$ cat src/shared/wdfe_pkg.sv
// Constants and types of the waveform dead-time and fault extension.
// Assumes a 32-bit AXI4-Lite register bus, one register per aligned word.
package wdfe_pkg;

   // ***************************************************************
   // Register indexes, byte address is four times the index
   // ***************************************************************
   localparam logic [5:0] IDX_CTRL = 6'h00;
   localparam logic [5:0] IDX_FMASK = 6'h02;
   localparam logic [5:0] IDX_FCTRL = 6'h03;
   localparam logic [5:0] IDX_STATUS = 6'h04;
   localparam logic [5:0] IDX_BOTH = 6'h06;
   localparam logic [5:0] IDX_BOTH_BUF = 6'h07;
   localparam logic [5:0] IDX_DT_LOW = 6'h08;
   localparam logic [5:0] IDX_DT_HIGH = 6'h09;
   localparam logic [5:0] IDX_DT_LOW_BUF = 6'h0a;
   localparam logic [5:0] IDX_DT_HIGH_BUF = 6'h0b;
   localparam logic [5:0] IDX_OVEN = 6'h0c;

   // ***************************************************************
   // Field positions and reset values
   // ***************************************************************
   localparam int STAT_LOW_VALID = 0;
   localparam int STAT_HIGH_VALID = 1;
   localparam int STAT_FAULT_FLAG = 2;
   localparam logic [7:0] RST_REG = 8'h00;
   localparam logic [1:0] ACT_NONE = 2'h0;
   localparam logic [1:0] ACT_CLEAR_OVERRIDE = 2'h1;
   localparam logic [1:0] ACT_UNDEFINED = 2'h2;
   localparam logic [1:0] ACT_TRISTATE = 2'h3;
   localparam logic [1:0] RESP_OKAY = 2'h0;
   localparam logic [1:0] RESP_SLVERR = 2'h2;

   // ***************************************************************
   // Register layouts and carriers
   // ***************************************************************
   typedef struct packed {
      logic [1:0] reserved;
      logic pattern_mode;
      logic common_waveform_mode;
      logic [3:0] channel_dead_time_enable;
   } wdfe_ctrl_s;

   typedef struct packed {
      logic [2:0] reserved_hi;
      logic ignore_debug_break;
      logic reserved_lo;
      logic fault_restart_mode;
      logic [1:0] fault_action;
   } wdfe_fctrl_s;

   // Timer side: waveforms, its own pin drive, update and lock
   typedef struct packed {
      logic [3:0] wg;
      logic [7:0] tc_out;
      logic update;
      logic lock_update_flag;
   } wdfe_tc_s;

   // Port side: output and direction registers of the pin port
   typedef struct packed {
      logic [7:0] port_out;
      logic [7:0] port_dir;
   } wdfe_port_s;

   typedef enum logic {FS_NORMAL, FS_FAULT} wdfe_fstate_e;

endpackage : wdfe_pkg

$ cat src/hdl/wdfe_top.sv
// Dead-time insertion, pattern mode, pin override and fault protection.
// Assumes timer, port, event and debug inputs come from logic on clk.
//
// How it works
// - Pattern mode bypasses dead time; dead-time registers hold the pattern.
// - Common waveform mode feeds channel A waveform to all four generators.
// - Per-channel enable lets its dead-time generator replace the timer waveform.
// - Masked event channels are ORed into one fault source.
// - A detected fault performs the currently selected fault action.
// - Fault flag sets on a fault, clears only by writing one.
// - Debug break is a fault unless the ignore bit is set.
// - Restart mode bit selects latched (0) or cycle-by-cycle (1).
// - Latched: leave fault after fault ends and flag cleared, at UPDATE.
// - Cycle-by-cycle: leave fault at first UPDATE after fault ends.
// - Action 00 none, 01 clears override enables, 11 tri-states enabled pairs, or the low-buffer pins in pattern mode.
// - Status bits 1 and 0 show valid buffers; no transfer when clear.
// - Lock-update flag from the timer blocks buffer transfer.
// - Both-sides write loads high and low dead time at once.
// - Both-sides buffer write loads both buffers at once.
// - Low-side register holds the low dead time in clock cycles.
// - High-side register holds the high dead time in clock cycles.
// - Valid buffer contents move to active registers on UPDATE.
// - Override enable bit per pin overrides port output, not direction.
// - Override enables accept writes only while the fault flag is zero.
// - Reserved status bits read as zero.
// - Each generator has an 8-bit counter decrementing to zero.
// - Non-zero counter forces both outputs of the pair off.
// - Rising edge reloads from low dead time, falling from high.
// - Fault restore uses the timer's own update event.
`timescale 1ns/1ps
`default_nettype none

module wdfe_top
   import wdfe_pkg::*;
#(
   parameter int ADDR_W = 8,
   parameter int CHANNELS = 4
) (
   input wire logic clk,
   input wire logic sys_rst,
   input wire logic [ADDR_W-1:0] s_axi_awaddr,
   input wire logic s_axi_awvalid,
   output logic s_axi_awready,
   input wire logic [31:0] s_axi_wdata,
   input wire logic [3:0] s_axi_wstrb,
   input wire logic s_axi_wvalid,
   output logic s_axi_wready,
   output logic [1:0] s_axi_bresp,
   output logic s_axi_bvalid,
   input wire logic s_axi_bready,
   input wire logic [ADDR_W-1:0] s_axi_araddr,
   input wire logic s_axi_arvalid,
   output logic s_axi_arready,
   output logic [31:0] s_axi_rdata,
   output logic [1:0] s_axi_rresp,
   output logic s_axi_rvalid,
   input wire logic s_axi_rready,
   input wire wdfe_tc_s tc,
   input wire wdfe_port_s port,
   input wire logic [7:0] fault_events,
   input wire logic debug_break,
   output logic [7:0] pin_out,
   output logic [7:0] pin_dir,
   output logic fault_active
);

   // ***************************************************************
   // Helpers
   // ***************************************************************
   // Channel enables to pin pairs: channel c owns pins 2c and 2c+1
   function automatic logic [7:0] pair_mask(input logic [3:0] ch);
      logic [7:0] m;
      m = 8'h00;
      for (int c = 0; c < 4; c++) begin
         m[2*c] = ch[c];
         m[2*c+1] = ch[c];
      end
      return m;
   endfunction : pair_mask

   function automatic logic is_mapped(input logic [5:0] idx);
      return (idx == IDX_CTRL) || (idx == IDX_FMASK) || (idx == IDX_FCTRL) ||
         (idx == IDX_STATUS) || (idx == IDX_BOTH) || (idx == IDX_BOTH_BUF) ||
         ((idx >= IDX_DT_LOW) && (idx <= IDX_OVEN));
   endfunction : is_mapped

   // ***************************************************************
   // Register state
   // ***************************************************************
   wdfe_ctrl_s ctrl_q;
   wdfe_fctrl_s fctrl_q;
   logic [7:0] fault_event_mask_bits_q;
   logic fault_flag_q;
   logic low_buffer_valid_q;
   logic high_buffer_valid_q;
   logic [7:0] dt_low_q;
   logic [7:0] high_side_delay_q;
   logic [7:0] low_side_delay_buffer_q;
   logic [7:0] high_side_delay_buffer_q;
   logic [7:0] pin_override_enables_q;
   logic [7:0] dir_clear_q;
   wdfe_fstate_e fstate_q;

   // ***************************************************************
   // AXI4-Lite write channel
   // ***************************************************************
   logic aw_have_q;
   logic w_have_q;
   logic [5:0] wr_idx_q;
   logic [7:0] wr_data_q;
   logic wr_lane_q;
   logic bvalid_q;
   logic [1:0] bresp_q;
   logic wr_go;
   logic wr_en;

   // Address and data may arrive in either order; both wait until the answer drains
   assign s_axi_awready = !aw_have_q && !bvalid_q;
   assign s_axi_wready = !w_have_q && !bvalid_q;
   assign wr_go = aw_have_q && w_have_q;
   assign wr_en = wr_go && wr_lane_q && is_mapped(wr_idx_q);
   assign s_axi_bvalid = bvalid_q;
   assign s_axi_bresp = bresp_q;

   // Capture of address, data and the write answer
   always_ff @(posedge clk) begin
      if (sys_rst) begin
         aw_have_q <= 1'b0;
         w_have_q <= 1'b0;
         wr_idx_q <= 6'h00;
         wr_data_q <= 8'h00;
         wr_lane_q <= 1'b0;
         bvalid_q <= 1'b0;
         bresp_q <= RESP_OKAY;
      end else begin
         if (s_axi_awvalid && s_axi_awready) begin
            aw_have_q <= 1'b1;
            wr_idx_q <= s_axi_awaddr[7:2];
         end
         if (s_axi_wvalid && s_axi_wready) begin
            w_have_q <= 1'b1;
            wr_data_q <= s_axi_wdata[7:0];
            wr_lane_q <= s_axi_wstrb[0];
         end
         if (wr_go) begin
            aw_have_q <= 1'b0;
            w_have_q <= 1'b0;
            bvalid_q <= 1'b1;
            bresp_q <= is_mapped(wr_idx_q) ? RESP_OKAY : RESP_SLVERR;
         end else if (bvalid_q && s_axi_bready) begin
            bvalid_q <= 1'b0;
         end
      end
   end

   function automatic logic wr_hit(input logic [5:0] a, input logic [5:0] b);
      return a == b;
   endfunction : wr_hit

   // ***************************************************************
   // Fault detection
   // ***************************************************************
   logic fault_src;
   logic fault_det;
   logic prot_on;
   logic restore;
   logic flag_clear;

   // Code 10 is undefined and is read as protection off
   assign prot_on = (fctrl_q.fault_action != ACT_NONE) && (fctrl_q.fault_action != ACT_UNDEFINED);
   assign fault_src = (|(fault_events & fault_event_mask_bits_q)) ||
      (debug_break && !fctrl_q.ignore_debug_break);
   assign fault_det = prot_on && fault_src;
   assign flag_clear = wr_en && wr_hit(wr_idx_q, IDX_STATUS) && wr_data_q[STAT_FAULT_FLAG];
   // Leave fault only on the timer's update, never between updates
   assign restore = (fstate_q == FS_FAULT) && !fault_det && tc.update &&
      (fctrl_q.fault_restart_mode || !fault_flag_q);
   assign fault_active = (fstate_q == FS_FAULT);

   // Fault state machine
   always_ff @(posedge clk) begin
      if (sys_rst) begin
         fstate_q <= FS_NORMAL;
      end else begin
         case (fstate_q)
            FS_NORMAL: begin
               if (fault_det) begin
                  fstate_q <= FS_FAULT;
               end
            end
            FS_FAULT: begin
               if (restore) begin
                  fstate_q <= FS_NORMAL;
               end
            end
            default: begin
               fstate_q <= FS_NORMAL;
            end
         endcase
      end
   end

   // Fault flag: a new fault wins over a clear in the same cycle
   always_ff @(posedge clk) begin
      if (sys_rst) begin
         fault_flag_q <= 1'b0;
      end else if (fault_det) begin
         fault_flag_q <= 1'b1;
      end else if (flag_clear) begin
         fault_flag_q <= 1'b0;
      end
   end

   // Direction clear: pairs of enabled channels, or the low buffer in pattern mode
   always_ff @(posedge clk) begin
      if (sys_rst) begin
         dir_clear_q <= 8'h00;
      end else if (fault_det && (fctrl_q.fault_action == ACT_TRISTATE)) begin
         dir_clear_q <= ctrl_q.pattern_mode ? low_side_delay_buffer_q :
            pair_mask(ctrl_q.channel_dead_time_enable);
      end else if (restore) begin
         dir_clear_q <= 8'h00;
      end
   end

   // ***************************************************************
   // Control registers
   // ***************************************************************
   always_ff @(posedge clk) begin
      if (sys_rst) begin
         ctrl_q <= RST_REG;
         fctrl_q <= RST_REG;
         fault_event_mask_bits_q <= RST_REG;
      end else if (wr_en) begin
         if (wr_hit(wr_idx_q, IDX_CTRL)) begin
            ctrl_q <= wr_data_q;
         end
         if (wr_hit(wr_idx_q, IDX_FCTRL)) begin
            fctrl_q <= wr_data_q;
         end
         if (wr_hit(wr_idx_q, IDX_FMASK)) begin
            fault_event_mask_bits_q <= wr_data_q;
         end
      end
   end

   // ***************************************************************
   // Dead-time registers and double buffering
   // ***************************************************************
   logic xfer_low;
   logic xfer_high;
   logic wr_low_buf;
   logic wr_high_buf;

   assign xfer_low = tc.update && !tc.lock_update_flag && low_buffer_valid_q;
   assign xfer_high = tc.update && !tc.lock_update_flag && high_buffer_valid_q;
   assign wr_low_buf = wr_en && (wr_hit(wr_idx_q, IDX_DT_LOW_BUF) || wr_hit(wr_idx_q, IDX_BOTH_BUF));
   assign wr_high_buf = wr_en && (wr_hit(wr_idx_q, IDX_DT_HIGH_BUF) || wr_hit(wr_idx_q, IDX_BOTH_BUF));

   // Active low-side and high-side delays; a direct write wins over a transfer
   always_ff @(posedge clk) begin
      if (sys_rst) begin
         dt_low_q <= RST_REG;
         high_side_delay_q <= RST_REG;
      end else begin
         if (wr_en && (wr_hit(wr_idx_q, IDX_DT_LOW) || wr_hit(wr_idx_q, IDX_BOTH))) begin
            dt_low_q <= wr_data_q;
         end else if (xfer_low) begin
            dt_low_q <= low_side_delay_buffer_q;
         end
         if (wr_en && (wr_hit(wr_idx_q, IDX_DT_HIGH) || wr_hit(wr_idx_q, IDX_BOTH))) begin
            high_side_delay_q <= wr_data_q;
         end else if (xfer_high) begin
            high_side_delay_q <= high_side_delay_buffer_q;
         end
      end
   end

   // Buffers and their valid flags; a fresh write keeps the flag set
   always_ff @(posedge clk) begin
      if (sys_rst) begin
         low_side_delay_buffer_q <= RST_REG;
         high_side_delay_buffer_q <= RST_REG;
         low_buffer_valid_q <= 1'b0;
         high_buffer_valid_q <= 1'b0;
      end else begin
         if (wr_low_buf) begin
            low_side_delay_buffer_q <= wr_data_q;
            low_buffer_valid_q <= 1'b1;
         end else if (xfer_low) begin
            low_buffer_valid_q <= 1'b0;
         end
         if (wr_high_buf) begin
            high_side_delay_buffer_q <= wr_data_q;
            high_buffer_valid_q <= 1'b1;
         end else if (xfer_high) begin
            high_buffer_valid_q <= 1'b0;
         end
      end
   end

   // Override enables: under action 01 fault clears them, restore reloads them; writes need a clear flag
   always_ff @(posedge clk) begin
      if (sys_rst) begin
         pin_override_enables_q <= RST_REG;
      end else if (fault_det && (fctrl_q.fault_action == ACT_CLEAR_OVERRIDE)) begin
         pin_override_enables_q <= 8'h00;
      end else if (restore && (fctrl_q.fault_action == ACT_CLEAR_OVERRIDE)) begin
         pin_override_enables_q <= ctrl_q.pattern_mode ? low_side_delay_buffer_q :
            pair_mask(ctrl_q.channel_dead_time_enable);
      end else if (wr_en && wr_hit(wr_idx_q, IDX_OVEN) && !fault_flag_q) begin
         pin_override_enables_q <= wr_data_q;
      end else if (ctrl_q.pattern_mode && xfer_low && !fault_flag_q) begin
         pin_override_enables_q <= low_side_delay_buffer_q;
      end
   end

   // ***************************************************************
   // AXI4-Lite read channel
   // ***************************************************************
   logic rvalid_q;
   logic [31:0] rdata_q;
   logic [1:0] rresp_q;
   logic [7:0] rd_val;
   logic [5:0] rd_idx;

   assign s_axi_arready = !rvalid_q;
   assign s_axi_rvalid = rvalid_q;
   assign s_axi_rdata = rdata_q;
   assign s_axi_rresp = rresp_q;
   assign rd_idx = s_axi_araddr[7:2];

   // Read mux; write-only locations and reserved status bits read as zero
   always_comb begin
      rd_val = 8'h00;
      case (rd_idx)
         IDX_CTRL: rd_val = ctrl_q;
         IDX_FMASK: rd_val = fault_event_mask_bits_q;
         IDX_FCTRL: rd_val = fctrl_q;
         IDX_STATUS: rd_val = {5'h00, fault_flag_q, high_buffer_valid_q, low_buffer_valid_q};
         IDX_DT_LOW: rd_val = dt_low_q;
         IDX_DT_HIGH: rd_val = high_side_delay_q;
         IDX_DT_LOW_BUF: rd_val = low_side_delay_buffer_q;
         IDX_DT_HIGH_BUF: rd_val = high_side_delay_buffer_q;
         IDX_OVEN: rd_val = pin_override_enables_q;
         default: rd_val = 8'h00;
      endcase
   end

   // One read under way; the answer stands until rready
   always_ff @(posedge clk) begin
      if (sys_rst) begin
         rvalid_q <= 1'b0;
         rdata_q <= 32'h0000_0000;
         rresp_q <= RESP_OKAY;
      end else if (s_axi_arvalid && s_axi_arready) begin
         rvalid_q <= 1'b1;
         rdata_q <= {24'h00_0000, rd_val};
         rresp_q <= is_mapped(rd_idx) ? RESP_OKAY : RESP_SLVERR;
      end else if (rvalid_q && s_axi_rready) begin
         rvalid_q <= 1'b0;
      end
   end

   // ***************************************************************
   // Dead-time generators
   // ***************************************************************
   logic [CHANNELS-1:0] wg_sel;
   logic [CHANNELS-1:0] wg_prev_q;
   logic [7:0] dt_cnt_q [CHANNELS];
   logic [7:0] dt_pins;

   // Common mode uses the channel A waveform for every generator
   always_comb begin
      for (int c = 0; c < CHANNELS; c++) begin
         wg_sel[c] = ctrl_q.common_waveform_mode ? tc.wg[0] : tc.wg[c];
      end
   end

   // Counter reloads on each waveform edge, else counts down to zero
   always_ff @(posedge clk) begin
      for (int c = 0; c < CHANNELS; c++) begin
         if (sys_rst) begin
            wg_prev_q[c] <= 1'b0;
            dt_cnt_q[c] <= 8'h00;
         end else begin
            wg_prev_q[c] <= wg_sel[c];
            if (wg_sel[c] && !wg_prev_q[c]) begin
               dt_cnt_q[c] <= dt_low_q;
            end else if (!wg_sel[c] && wg_prev_q[c]) begin
               dt_cnt_q[c] <= high_side_delay_q;
            end else if (dt_cnt_q[c] != 8'h00) begin
               dt_cnt_q[c] <= dt_cnt_q[c] - 8'h01;
            end
         end
      end
   end

   // Low side follows the waveform, high side its inverse, both off while counting
   always_comb begin
      for (int c = 0; c < CHANNELS; c++) begin
         dt_pins[2*c] = wg_prev_q[c] && (dt_cnt_q[c] == 8'h00);
         dt_pins[2*c+1] = !wg_prev_q[c] && (dt_cnt_q[c] == 8'h00);
      end
   end

   // ***************************************************************
   // Pin drive
   // ***************************************************************
   logic [7:0] pin_out_q;
   logic [7:0] pin_dir_q;
   logic [7:0] dt_owned;

   assign dt_owned = pair_mask(ctrl_q.channel_dead_time_enable);
   assign pin_out = pin_out_q;
   assign pin_dir = pin_dir_q;

   // Registered pin mux; direction only ever gated by the tri-state action
   always_ff @(posedge clk) begin
      if (sys_rst) begin
         pin_out_q <= 8'h00;
         pin_dir_q <= 8'h00;
      end else begin
         for (int p = 0; p < 8; p++) begin
            if (ctrl_q.pattern_mode) begin
               pin_out_q[p] <= pin_override_enables_q[p] ? tc.wg[0] : high_side_delay_q[p];
            end else if (dt_owned[p]) begin
               pin_out_q[p] <= pin_override_enables_q[p] ? dt_pins[p] : port.port_out[p];
            end else begin
               pin_out_q[p] <= tc.tc_out[p];
            end
         end
         pin_dir_q <= port.port_dir & ~dir_clear_q;
      end
   end

   // ***************************************************************
   // Checks
   // ***************************************************************
   AST_PATTERN_PIN: assert property (@(posedge clk) disable iff (sys_rst)
      (ctrl_q.pattern_mode && pin_override_enables_q[0]) |=> (pin_out[0] == $past(tc.wg[0])))
      else $error("Pattern mode pin does not follow channel A");
   AST_COMMON_WAVE: assert property (@(posedge clk) disable iff (sys_rst)
      ctrl_q.common_waveform_mode |=> (wg_prev_q[1] == $past(tc.wg[0])))
      else $error("Common mode does not feed channel A");
   AST_MASKED_EVENT: assert property (@(posedge clk) disable iff (sys_rst)
      (prot_on && (|(fault_events & fault_event_mask_bits_q))) |=> fault_flag_q && fault_active)
      else $error("Enabled event did not raise a fault");
   AST_FLAG_HOLDS: assert property (@(posedge clk) disable iff (sys_rst)
      (fault_flag_q && !flag_clear) |=> fault_flag_q)
      else $error("Fault flag cleared without a write of one");
   AST_DEBUG_IGNORED: assert property (@(posedge clk) disable iff (sys_rst)
      (fctrl_q.ignore_debug_break && ((fault_events & fault_event_mask_bits_q) == 8'h00)) |-> !fault_det)
      else $error("Ignored debug break caused a fault");
   AST_LATCHED_WAIT: assert property (@(posedge clk) disable iff (sys_rst)
      (fault_active && !fctrl_q.fault_restart_mode && fault_flag_q) |=> fault_active)
      else $error("Latched fault left while flag still set");
   AST_CBC_RESTORE: assert property (@(posedge clk) disable iff (sys_rst)
      (fault_active && fctrl_q.fault_restart_mode && !fault_det && tc.update) |=> !fault_active)
      else $error("Cycle-by-cycle fault did not restore on update");
   AST_CLEAR_OVERRIDE: assert property (@(posedge clk) disable iff (sys_rst)
      (fault_det && (fctrl_q.fault_action == ACT_CLEAR_OVERRIDE)) |=> (pin_override_enables_q == 8'h00))
      else $error("Override enables not cleared on fault");
   AST_UNDEFINED_ACTION: assert property (@(posedge clk) disable iff (sys_rst)
      (fctrl_q.fault_action == ACT_UNDEFINED) |-> !fault_det)
      else $error("Undefined action code raised a fault");
   AST_LOCK_BLOCKS: assert property (@(posedge clk) disable iff (sys_rst)
      (tc.update && tc.lock_update_flag && low_buffer_valid_q) |=> low_buffer_valid_q)
      else $error("Buffer transferred while update locked");
   AST_COUNT_DOWN: assert property (@(posedge clk) disable iff (sys_rst)
      ((dt_cnt_q[0] != 8'h00) && (wg_sel[0] == wg_prev_q[0])) |=> (dt_cnt_q[0] == $past(dt_cnt_q[0]) - 8'h01))
      else $error("Dead-time counter did not decrement");
   AST_PAIR_OFF: assert property (@(posedge clk) disable iff (sys_rst)
      (dt_cnt_q[0] != 8'h00) |-> (dt_pins[1:0] == 2'b00))
      else $error("Pair driven during dead time");
   AST_RISE_RELOAD: assert property (@(posedge clk) disable iff (sys_rst)
      (wg_sel[0] && !wg_prev_q[0]) |=> (dt_cnt_q[0] == $past(dt_low_q)))
      else $error("Rising edge did not reload low dead time");

endmodule : wdfe_top

`default_nettype wire

$ cat config.mk
export PLATFORM = sky130hd
export DESIGN_NAME = wdfe_top
export DESIGN_NICKNAME = d
export VERILOG_FILES = /design/src/shared/wdfe_pkg.sv /design/src/hdl/wdfe_top.sv
export SDC_FILE = /design/constraint.sdc
export NUM_CORES = 1
export LEC_CHECK = 0
export BUFFER_PORTS_ARGS = -buffer_cell sky130_fd_sc_hd__buf_2
export CORE_MARGIN = 10
export CORE_UTILIZATION = 37
export DETAILED_ROUTE_END_ITERATION = 6
export PLACE_DENSITY = 0.65
export SYNTH_ARGS = -nofsm -noshare
export SYNTH_HDL_FRONTEND = slang
export SYNTH_SLANG_ARGS = --single-unit
$ cat constraint.sdc
create_clock -name clk -period 2.1 [get_ports clk]
set_input_delay 0.21 -clock clk [delete_from_list [all_inputs] [get_ports clk]]
set_output_delay 0.21 -clock clk [all_outputs]
set_load 0.03 [all_outputs]
# ---- Word level (Yosys, flattened, before mapping)
# Memories as Yosys holds them, arrays and structs flattened.
# Index checks and enable logic that the tools add are counted.
dict set report classes {
  addsub 4
  magnitude_cmp 4
  n_eq_ne 23
  mux 123
  bitwise_logic 16
  reduce_logical 110
}
# operator n
set op_table {}
lappend op_table {{8-bit two-way mux} 22}
lappend op_table {{1-bit two-way mux} 97}
lappend op_table {{8-bit one-hot mux with 9 select lines} 1}
lappend op_table {{6-bit by 4-bit == test with 1-bit output (second input constant)} 10}
lappend op_table {{1-bit logical AND} 50}
lappend op_table {{6-bit by 3-bit == test with 1-bit output (second input constant)} 6}
lappend op_table {{8-bit logical NOT} 4}
lappend op_table {{8-bit nonzero test} 4}
lappend op_table {{8-bit by 1-bit subtractor with 8-bit output (second input constant)} 4}
lappend op_table {{6-bit by 2-bit == test with 1-bit output (second input constant)} 4}
lappend op_table {{1-bit logical OR} 18}
lappend op_table {{2-bit nonzero test} 9}
lappend op_table {{8-bit bitwise AND} 2}
lappend op_table {{1-bit logical NOT} 16}
lappend op_table {{6-bit by 4-bit greater-or-equal comparator with 1-bit output (second input constant)} 2}
lappend op_table {{6-bit by 4-bit less-or-equal comparator with 1-bit output (second input constant)} 2}
lappend op_table {{6-bit logical NOT} 2}
lappend op_table {{1-bit OR} 12}
lappend op_table {{8-bit inverter} 1}
lappend op_table {{8-bit OR reduction} 1}
lappend op_table {{2-bit AND reduction} 3}
lappend op_table {{2-bit two-way mux} 2}
lappend op_table {{2-bit OR reduction} 2}
lappend op_table {{3-bit nonzero test} 1}
lappend op_table {{other kinds (5)} 5}
dict set report word_totals {
  regBits 127
  ramBits 32
  in_bits 98
  output_inout_bits 58
  elab_cells 314
  mem_count 1
}
# name depth width read_ports rd_clocked_by_memory_dff wr line_no
set mem_list {}
lappend mem_list {dt_cnt_q 4 8 4 0 4 wdfe_top.sv:370} ;# logic [7:0] dt_cnt_q [CHANNELS];

# ---- Depth between registers and ports, before layout
# Gate-level depths: netlist of run 1.
dict set report depth {
  ltp_word 12
  ltp_mapped 8
  mapped_depth_nobuf 7
}

# ---- Worst setup path before layout of run 1
# No wires, ideal clock.
dict set report synth_path {
  path_kind {register to register}
  start {mem dt_cnt_q[1][2]}
  end {mem dt_cnt_q[1][6] (data pin)}
  setup_ps 262
  arrival_ps 1874
  t_required_ps 1838
  path_slack_ps -35
  stages_incl_launch_ff 6
  n_path_buf 0
  period_less_slack_ps 2135
  cell_sequence {edfxtp_1 -> or4_1 -> nor4b_4 -> nor3_2 -> a222oi_1 -> inv_1}
}
# item line_no
set synth_rtl {}
lappend synth_rtl {{from (decl)} wdfe_top.sv:370}

==> impl_metrics.py, run 1 <==
metrics = {
    "detailed_routing": {
        "via_per_inst": 5.47,
        "ant_nets": 0,
        "drcViolationCount": 0,
        "wl_per_cell_um": 18.8,
        "vias": 7092,
        "first_iter_violations": 584,
        "drt_pass1_iterations": 6,
        "routed_wl_um": 24300,
    },
    "synthesis": {
        "synth_top_family_by_area": "simple AND/OR/NAND/NOR gates",
        "ys_ff_latch": 157,
        "synth_adder_area_share_pct": 1.22,
        "synthTopCellsByArea": "dfxtp_1 30%, mux2i_1 12%, edfxtp_1 12%",
        "muxShareOfSynthArea_pct": 14.4,
        "synth-simple-area-share_pct": 17.1,
        "yosysUniqueCellTypes": 64,
        "syn_area_per_cell_um2": 9.30,
        "syn_area_mm2": 0.00822,
        "yosys_warnings": 0,
        "synth.top_cell.area_share_pct": 30.4,
        "synthTopCellsByCount": "125 x dfxtp_1, 103 x nor2_1, 97 x mux2i_1, 54 x nand2_1, 53 x a21oi_1",
        "synth_top_area_cell": "dfxtp_1",
        "synth_edf_count": 32,
        "synth-compound-area-share_pct": 15.7,
        "syn_inst": 884,
        "yosysSeqAreaShare_pct": 42.1,
        "synthArstFlopShare_pct": 0,
        "synth-main-ff-cell": "dfxtp_1",
        "synth_xor_area_share_pct": 2.66,
        "yosys.cell_count.top_type": "dfxtp_1",
    },
    "setup_path": {
        "startpoint_type": "flip-flop",
        "reg2reg_to": "dt_cnt_q[2][7]",
        "slowest_delay_ns": 0.58,
        "worstPathRequired_ns": 2.27,
        "crit_type": "flip-flop to flip-flop",
        "rrSetupSlack_ns": 0.09,
        "cp_max_fo": 3,
        "cp_slowest_cell": "or4_4",
        "cp-end-kind": "flip-flop",
        "path_common_cell": "a211oi_1",
        "worstPathArrival_ns": 2.18,
        "reg2reg_depth": 4,
        "path_cells": "or4_4, or4_1, a211oi_1, a211oi_1",
        "r2r-start": "dt_cnt_q[2][2]",
    },
    "status": {
        "status": "complete, no violations",
    },
    "final_layout": {
        "fillers": 2105,
        "drive_gt1_share_pct": 21.3,
        "nets": 1109,
        "fin_util_pct": 45.4,
        "design_area_mm2": 0.00991,
        "syn2layout_area_growth_pct": 20.5,
        "antenna_cells": 0,
    },
    "power": {
        "irDropWorstVdd_mv": 0.535,
        "switching_share_pct": 29.1,
        "power_leakage_nw": 4.24,
        "power_frac_clock_pct": 36.6,
        "seqPwrFrac_pct": 39.5,
        "power_switching_mw": 2.69,
        "p_int_mw": 6.56,
        "combPwrFrac_pct": 23.8,
        "powerDensity_mw_per_mm2": 933,
    },
    "sta": {
        "finalClockSkew_ns": 0.00892,
        "fmax_mhz": 497,
        "period_share_pct": 95.9,
        "hold_viol": 0,
        "slew_headroom_pct": 59.7,
        "worst_slew_pin_slew_ns": 0.602,
        "fin_ws_ns": 0.0864,
        "fin_crit_ns": 2.01,
        "drv_slew": 0,
        "finalSetupViolCount": 0,
        "grt_setup_unrepaired": "yes",
    },
    "die": {
        "rows": 54,
        "start_util_pct": 37.7,
        "coreArea_mm2": 0.0218,
        "ios": 156,
        "die_y_um": 169,
        "die_w_um": 169,
        "die-area_mm2": 0.0286,
    },
    "clocking": {
        "cts-root-buf": "clkbuf_16",
        "ctsLongestPathBuffers": 2,
        "clk_pin_slew_worst_paths_ns": 0.06,
        "numCtsBuffers": 17,
        "cts_setup_buffers": 0,
        "htree_levels": 4,
        "cts_tree": "done",
        "clk_latency_ns": 0.43,
        "clock-sinks": 157,
    },
    "global_routing": {
        "grt_pass1_vias": 6871,
        "grt.overflow.total": 0,
        "grt_use_total_pct": 16.5,
        "grt_pass1_wl_um": 37600,
        "antenna_found_initial": 0,
        "grt_max_degree": 59,
    },
    "min_path": {
        "min_from": "s_axi_awaddr[4]",
        "worst_hold_path.endpoint": "wr_idx_q[2]",
        "hp-class": "input pin to flip-flop",
        "min_delay_path_depth": 3,
    },
    "place": {
        "globalplace.congestion": 0.863,
        "placed_area_mm2": 0.00919,
        "hpwl_um": 17700,
        "io_buffers": 98,
        "pre_cts_slack_ns": -0.0395,
    },
    "run": {
        "drv_cap": 0,
    },
}
## final cells by class
type,instances,area (um^2),share of cell area [%]
flip-flops and latches,157,3460,34.9
multi-input cells,639,4350,43.9
inverters,28,105,1.06
repair buffers,160,991,10.0
clock inverters,10,145,1.46
clock buffers,22,507,5.11
well taps,280,350,3.53
## layer usage
| layer | track usage (%) | vias up | wire length, um |
|---|---|---|---|
| met3 | 4.47 | 28 | 2120 |
| met4 | 5.18 | 0 | 389 |
| met1 | 20.4 | 3376 | 10200 |
| li1 | - | 3402 | - |
| met2 | 27.2 | 286 | 11600 |
| met5 | 0 | - | 0 |
## critical path: cells and delay by family (launching register included)
kind / cells / cell delay, ns
simple gates: 2 / 1.02
flops: 1 / 0.39
compound gates: 2 / 0.36
## worst max-delay path by stage
stage                         from             end  slack, ns  cells after the start
floorplan           dt_cnt_q[3][2]  dt_cnt_q[3][2]      0.009                      5
global placement    dt_cnt_q[1][5]  dt_cnt_q[1][6]      0.001                      5
detailed placement  dt_cnt_q[2][2]  dt_cnt_q[2][3]      -0.04                      4
CTS                 dt_cnt_q[0][2]  dt_cnt_q[0][6]       0.03                      4
global route        dt_cnt_q[1][5]  dt_cnt_q[1][6]      -0.03                      5
finish              dt_cnt_q[2][2]  dt_cnt_q[2][7]       0.09                      4
## cell families (layout without fill, tap and decap cells)
logic type | count (synthesis) | count (layout)
compound gates | 197 | 197
xor+xnor | 25 | 25
fa+ha+maj | 8 | 8
buf+inv | 113 | 220
flops | 157 | 157
mux | 109 | 109
other cells | 1 | 26
simple gates | 274 | 274
## power groups by stage
stage          logic [mW]  clock network, mW  registers (mW)
3_5_place_dp         2.15                  0            3.71
2_1_floorplan        1.49                  0            3.69
4_1_cts              2.18               3.45            3.65
6_report             2.21               3.39            3.66
5_1_grt              2.43               3.56            3.69
3_3_place_gp         2.11                  0            3.70
## repair_timing
item | 4_1_cts | 5_1_grt
pin swaps | 1 | 0
resized for setup | 1 | 7
hold buffers | 3 | 0
setup endpoints to repair | 10 | 41
gates cloned | 0 | 0
endpoints found under the hold margin | 3 | 0
## cell usage in the layout, fill, tap and decap left out, types with 4 or more instances in the layout
cell and count:
dfxtp_1 125, nor2_1 103, buf_2 97, mux2i_1 96
buf_4 58, nand2_1 53, a21oi_1 53, edfxtp_1 32
o21ai_0 31, inv_1 28, conb_1 26, a22oi_1 22
nor3_1 21, a211oi_1 20, nand2b_1 19, clkbuf_16 19
xnor2_1 18, o22ai_1 14, nor3b_1 12, a211o_1 11
nand3b_1 9, a31oi_1 9, o2bb2ai_1 9, ha_1 8
nor2b_1 7, xor2_1 7, a221oi_1 7, nand4_1 7
mux4_2 7, nor4_1 6, or3_1 5, mux2_2 5
or4_1 4
## state kept, by name, indices dropped and copies added, names as in the netlist, 8 cells and up
register and cells:
s_axi_rdata 8, fctrl_q 8, dt_cnt_q 32, pin_dir 8, fault_event_mask_bits_q 8, low_side_delay_buffer_q 8
ctrl_q 8, high_side_delay_buffer_q 8, dir_clear_q 8, pin_override_enables_q 8, wr_data_q 8, high_side_delay_q 8
dt_low_q 8, pin_out 8
## through the flow
| stage | std cells | TNS, ns | total power [mW] | hold slack, ns |
|---|---|---|---|---|
| 5_1_grt | 1296 | -0.0454 | 9.69 | 0.0266 |
| 6_report | 1296 | 0 | 9.25 | 0.0124 |
| 2_1_floorplan | 909 | 0 | 5.18 | 0.346 |
| 4_1_cts | 1296 | 0 | 9.28 | 0.00120 |
| 3_5_place_dp | 1261 | -0.329 | 5.86 | 0.429 |
| 3_3_place_gp | 1261 | 0 | 5.81 | 0.438 |
Power figures use the tool's default switching activity.
==> run 2, diff against run 1 <==
--- a/config.mk
+++ b/config.mk
@@ -6,7 +6,8 @@
 export NUM_CORES = 1
 export LEC_CHECK = 0
 export BUFFER_PORTS_ARGS = -buffer_cell sky130_fd_sc_hd__buf_2
-export CORE_MARGIN = 10
+export CORE_ASPECT_RATIO = 1.2
+export CORE_MARGIN = 1.5
 export CORE_UTILIZATION = 37
 export DETAILED_ROUTE_END_ITERATION = 6
 export PLACE_DENSITY = 0.65
==> constraint.sdc (replaced) <==
create_clock -name clk -period 2.1 [get_ports clk]
set_input_delay 0.21 -clock clk [delete_from_list [all_inputs] [get_ports clk]]
set_output_delay 0.21 -clock clk [all_outputs]
set_load 0.02 [all_outputs]
==> run 2 against run 1 <==
Fmax fell by 2.9%. Sequential share of layout area about the same. Worst hold slack improved by 0.0049 ns. Register-to-register slack got worse by 0.06 ns. Combinational power hardly changed. Clock power fell by 9.7%. Routed wire length decreased by 3.3%. Design area decreased by 0.11%. Final cell count is essentially flat. First-iteration DRC count is 11% lower. Critical endpoint unchanged. The run now ends with DRC left.
==> impl_metrics.py, run 2 (same netlist as run 1, synthesis figures left out) <==
metrics = {
    "status": {
        "status": "complete, but fails checks",
        "failed_checks": "DRC",
    },
    "final_layout": {
        "syn2layout_area_growth_pct": 20.4,
        "mostFrequentLayoutCells": "125 x dfxtp_1, 103 x nor2_1, 97 x mux2i_1, 97 x buf_2, 61 x buf_4",
        "nets": 1116,
        "final_common_cell": "dfxtp_1",
        "antenna_cells": 0,
        "ff_latch_area_mm2": 0.00346,
        "multi_input_area_mm2": 0.00437,
        "fin_util_pct": 45.5,
        "fillers": 2115,
        "largest_reg_flops": 32,
        "drive_gt1_share_pct": 21.6,
        "largest_register": "dt_cnt_q",
        "design_area_mm2": 0.00990,
    },
    "sta": {
        "setup_tns_ns": 0,
        "fin_ws_ns": 0.0259,
        "drv_slew": 0,
        "hold_viol": 0,
        "fmax_mhz": 482,
        "finalClockSkew_ns": 0.0104,
        "period_share_pct": 98.8,
        "fin_crit_ns": 2.07,
        "slew_headroom_pct": 56.5,
        "grt_setup_unrepaired": "yes",
        "worst_slew_pin_slew_ns": 0.648,
        "finalSetupViolCount": 0,
    },
    "setup_path": {
        "cp-end-kind": "flip-flop",
        "cp_max_fo": 8,
        "worstPathArrival_ns": 2.20,
        "crit_type": "flip-flop to flip-flop",
        "slowest_delay_ns": 0.58,
        "path_buf_inv": 1,
        "crit_family": "simple AND/OR/NAND/NOR gates",
        "startpoint_type": "flip-flop",
        "path_cells": "or4_4, nor4b_2, buf_4, nand2_1",
        "cp_slowest_cell": "or4_4",
        "worstPathRequired_ns": 2.23,
    },
    "clocking": {
        "htree_levels": 4,
        "clk_latency_ns": 0.44,
        "cts-root-buf": "clkbuf_16",
        "cts_setup_buffers": 0,
        "clock-sinks": 157,
        "clk_pin_slew_worst_paths_ns": 0.07,
        "numCtsBuffers": 17,
        "cts_tree": "done",
        "ctsLongestPathBuffers": 2,
    },
    "detailed_routing": {
        "routed_wl_um": 23500,
        "via_per_inst": 5.54,
        "first_iter_violations": 517,
        "ant_nets": 0,
        "wl_per_cell_um": 18.2,
        "vias": 7190,
        "drt_pass1_iterations": 7,
        "drcViolationCount": 14,
    },
    "die": {
        "coreArea_mm2": 0.0218,
        "die_w_um": 139,
        "rows": 59,
        "start_util_pct": 37.8,
        "die_y_um": 166,
        "ios": 156,
        "die-area_mm2": 0.0231,
    },
    "global_routing": {
        "grt_pass1_vias": 6728,
        "grt_use_total_pct": 20.3,
        "grt_pass1_wl_um": 36600,
        "grt.overflow.total": 0,
        "antenna_found_initial": 0,
        "grt_max_degree": 79,
    },
    "place": {
        "globalplace.congestion": 0.907,
        "io_buffers": 98,
        "placed_area_mm2": 0.00919,
        "hpwl_um": 17000,
        "pre_cts_slack_ns": -0.0225,
    },
    "min_path": {
        "hp-class": "input pin to flip-flop",
    },
    "power": {
        "irDropWorstVdd_mv": 0.616,
        "powerDensity_mw_per_mm2": 900,
        "power_mw": 8.91,
        "power_leakage_nw": 4.24,
    },
    "run": {
        "drv_cap": 0,
    },
}
run 2: routing by layer:
layer | GRT usage [%] | wire, um | vias to the layer above
met5 | 0 | 0 | -
li1 | - | - | 3414
met3 | 3.78 | 1400 | 41
met4 | 7.86 | 640 | 0
met1 | 24.9 | 9780 | 3451
met2 | 35.3 | 11700 | 284
run 2: through the flow:
stage               hold slack (ns)  instances
global placement              0.442       1257
floorplan                     0.346        909
finish                       0.0172       1297
CTS                         0.00589       1297
global route                 0.0170       1297
detailed placement            0.436       1257
run 2: worst paths after layout:
check,to,cells past startpoint,startpoint,slack [ns]
max reg2reg,dt_cnt_q[2][7],4,dt_cnt_q[2][2],0.03
min,wr_idx_q[2],3,s_axi_awaddr[4],0.02
min reg2reg,pin_dir[7],1,dir_clear_q[7],0.44
max,dt_cnt_q[2][7],4,dt_cnt_q[2][2],0.03
run 2: power breakdown:
group / switching, mW / leakage (nW) / internal, mW
Sequential: 0.247 / 1.39 / 3.41
Combinational: 1.13 / 2.56 / 1.05
Clock: 1.31 / 0.284 / 1.75
run 2: what timing repair did:
item	CTS	global route
pin swaps	1	4
gates cloned	0	0
hold buffers	8	0
resized for setup	2	8
hold endpoints to repair	8	0
endpoints found under the setup margin	18	49
run 2: layout make-up:
type	instances	area share, %
multi-input cells	639	44.1
repair buffers	167	10.5
clock inverters	11	1.07
clock buffers	21	4.79
inverters	28	1.06
flip-flops and latches	157	35.0
well taps	274	3.46
run 2: worst reg2reg max path: stages (launching register included):
cell and delay (ns):
edfxtp_1 0.39, or4_4 0.58, nor4b_2 0.40, buf_4 0.19, nand2_1 0.20
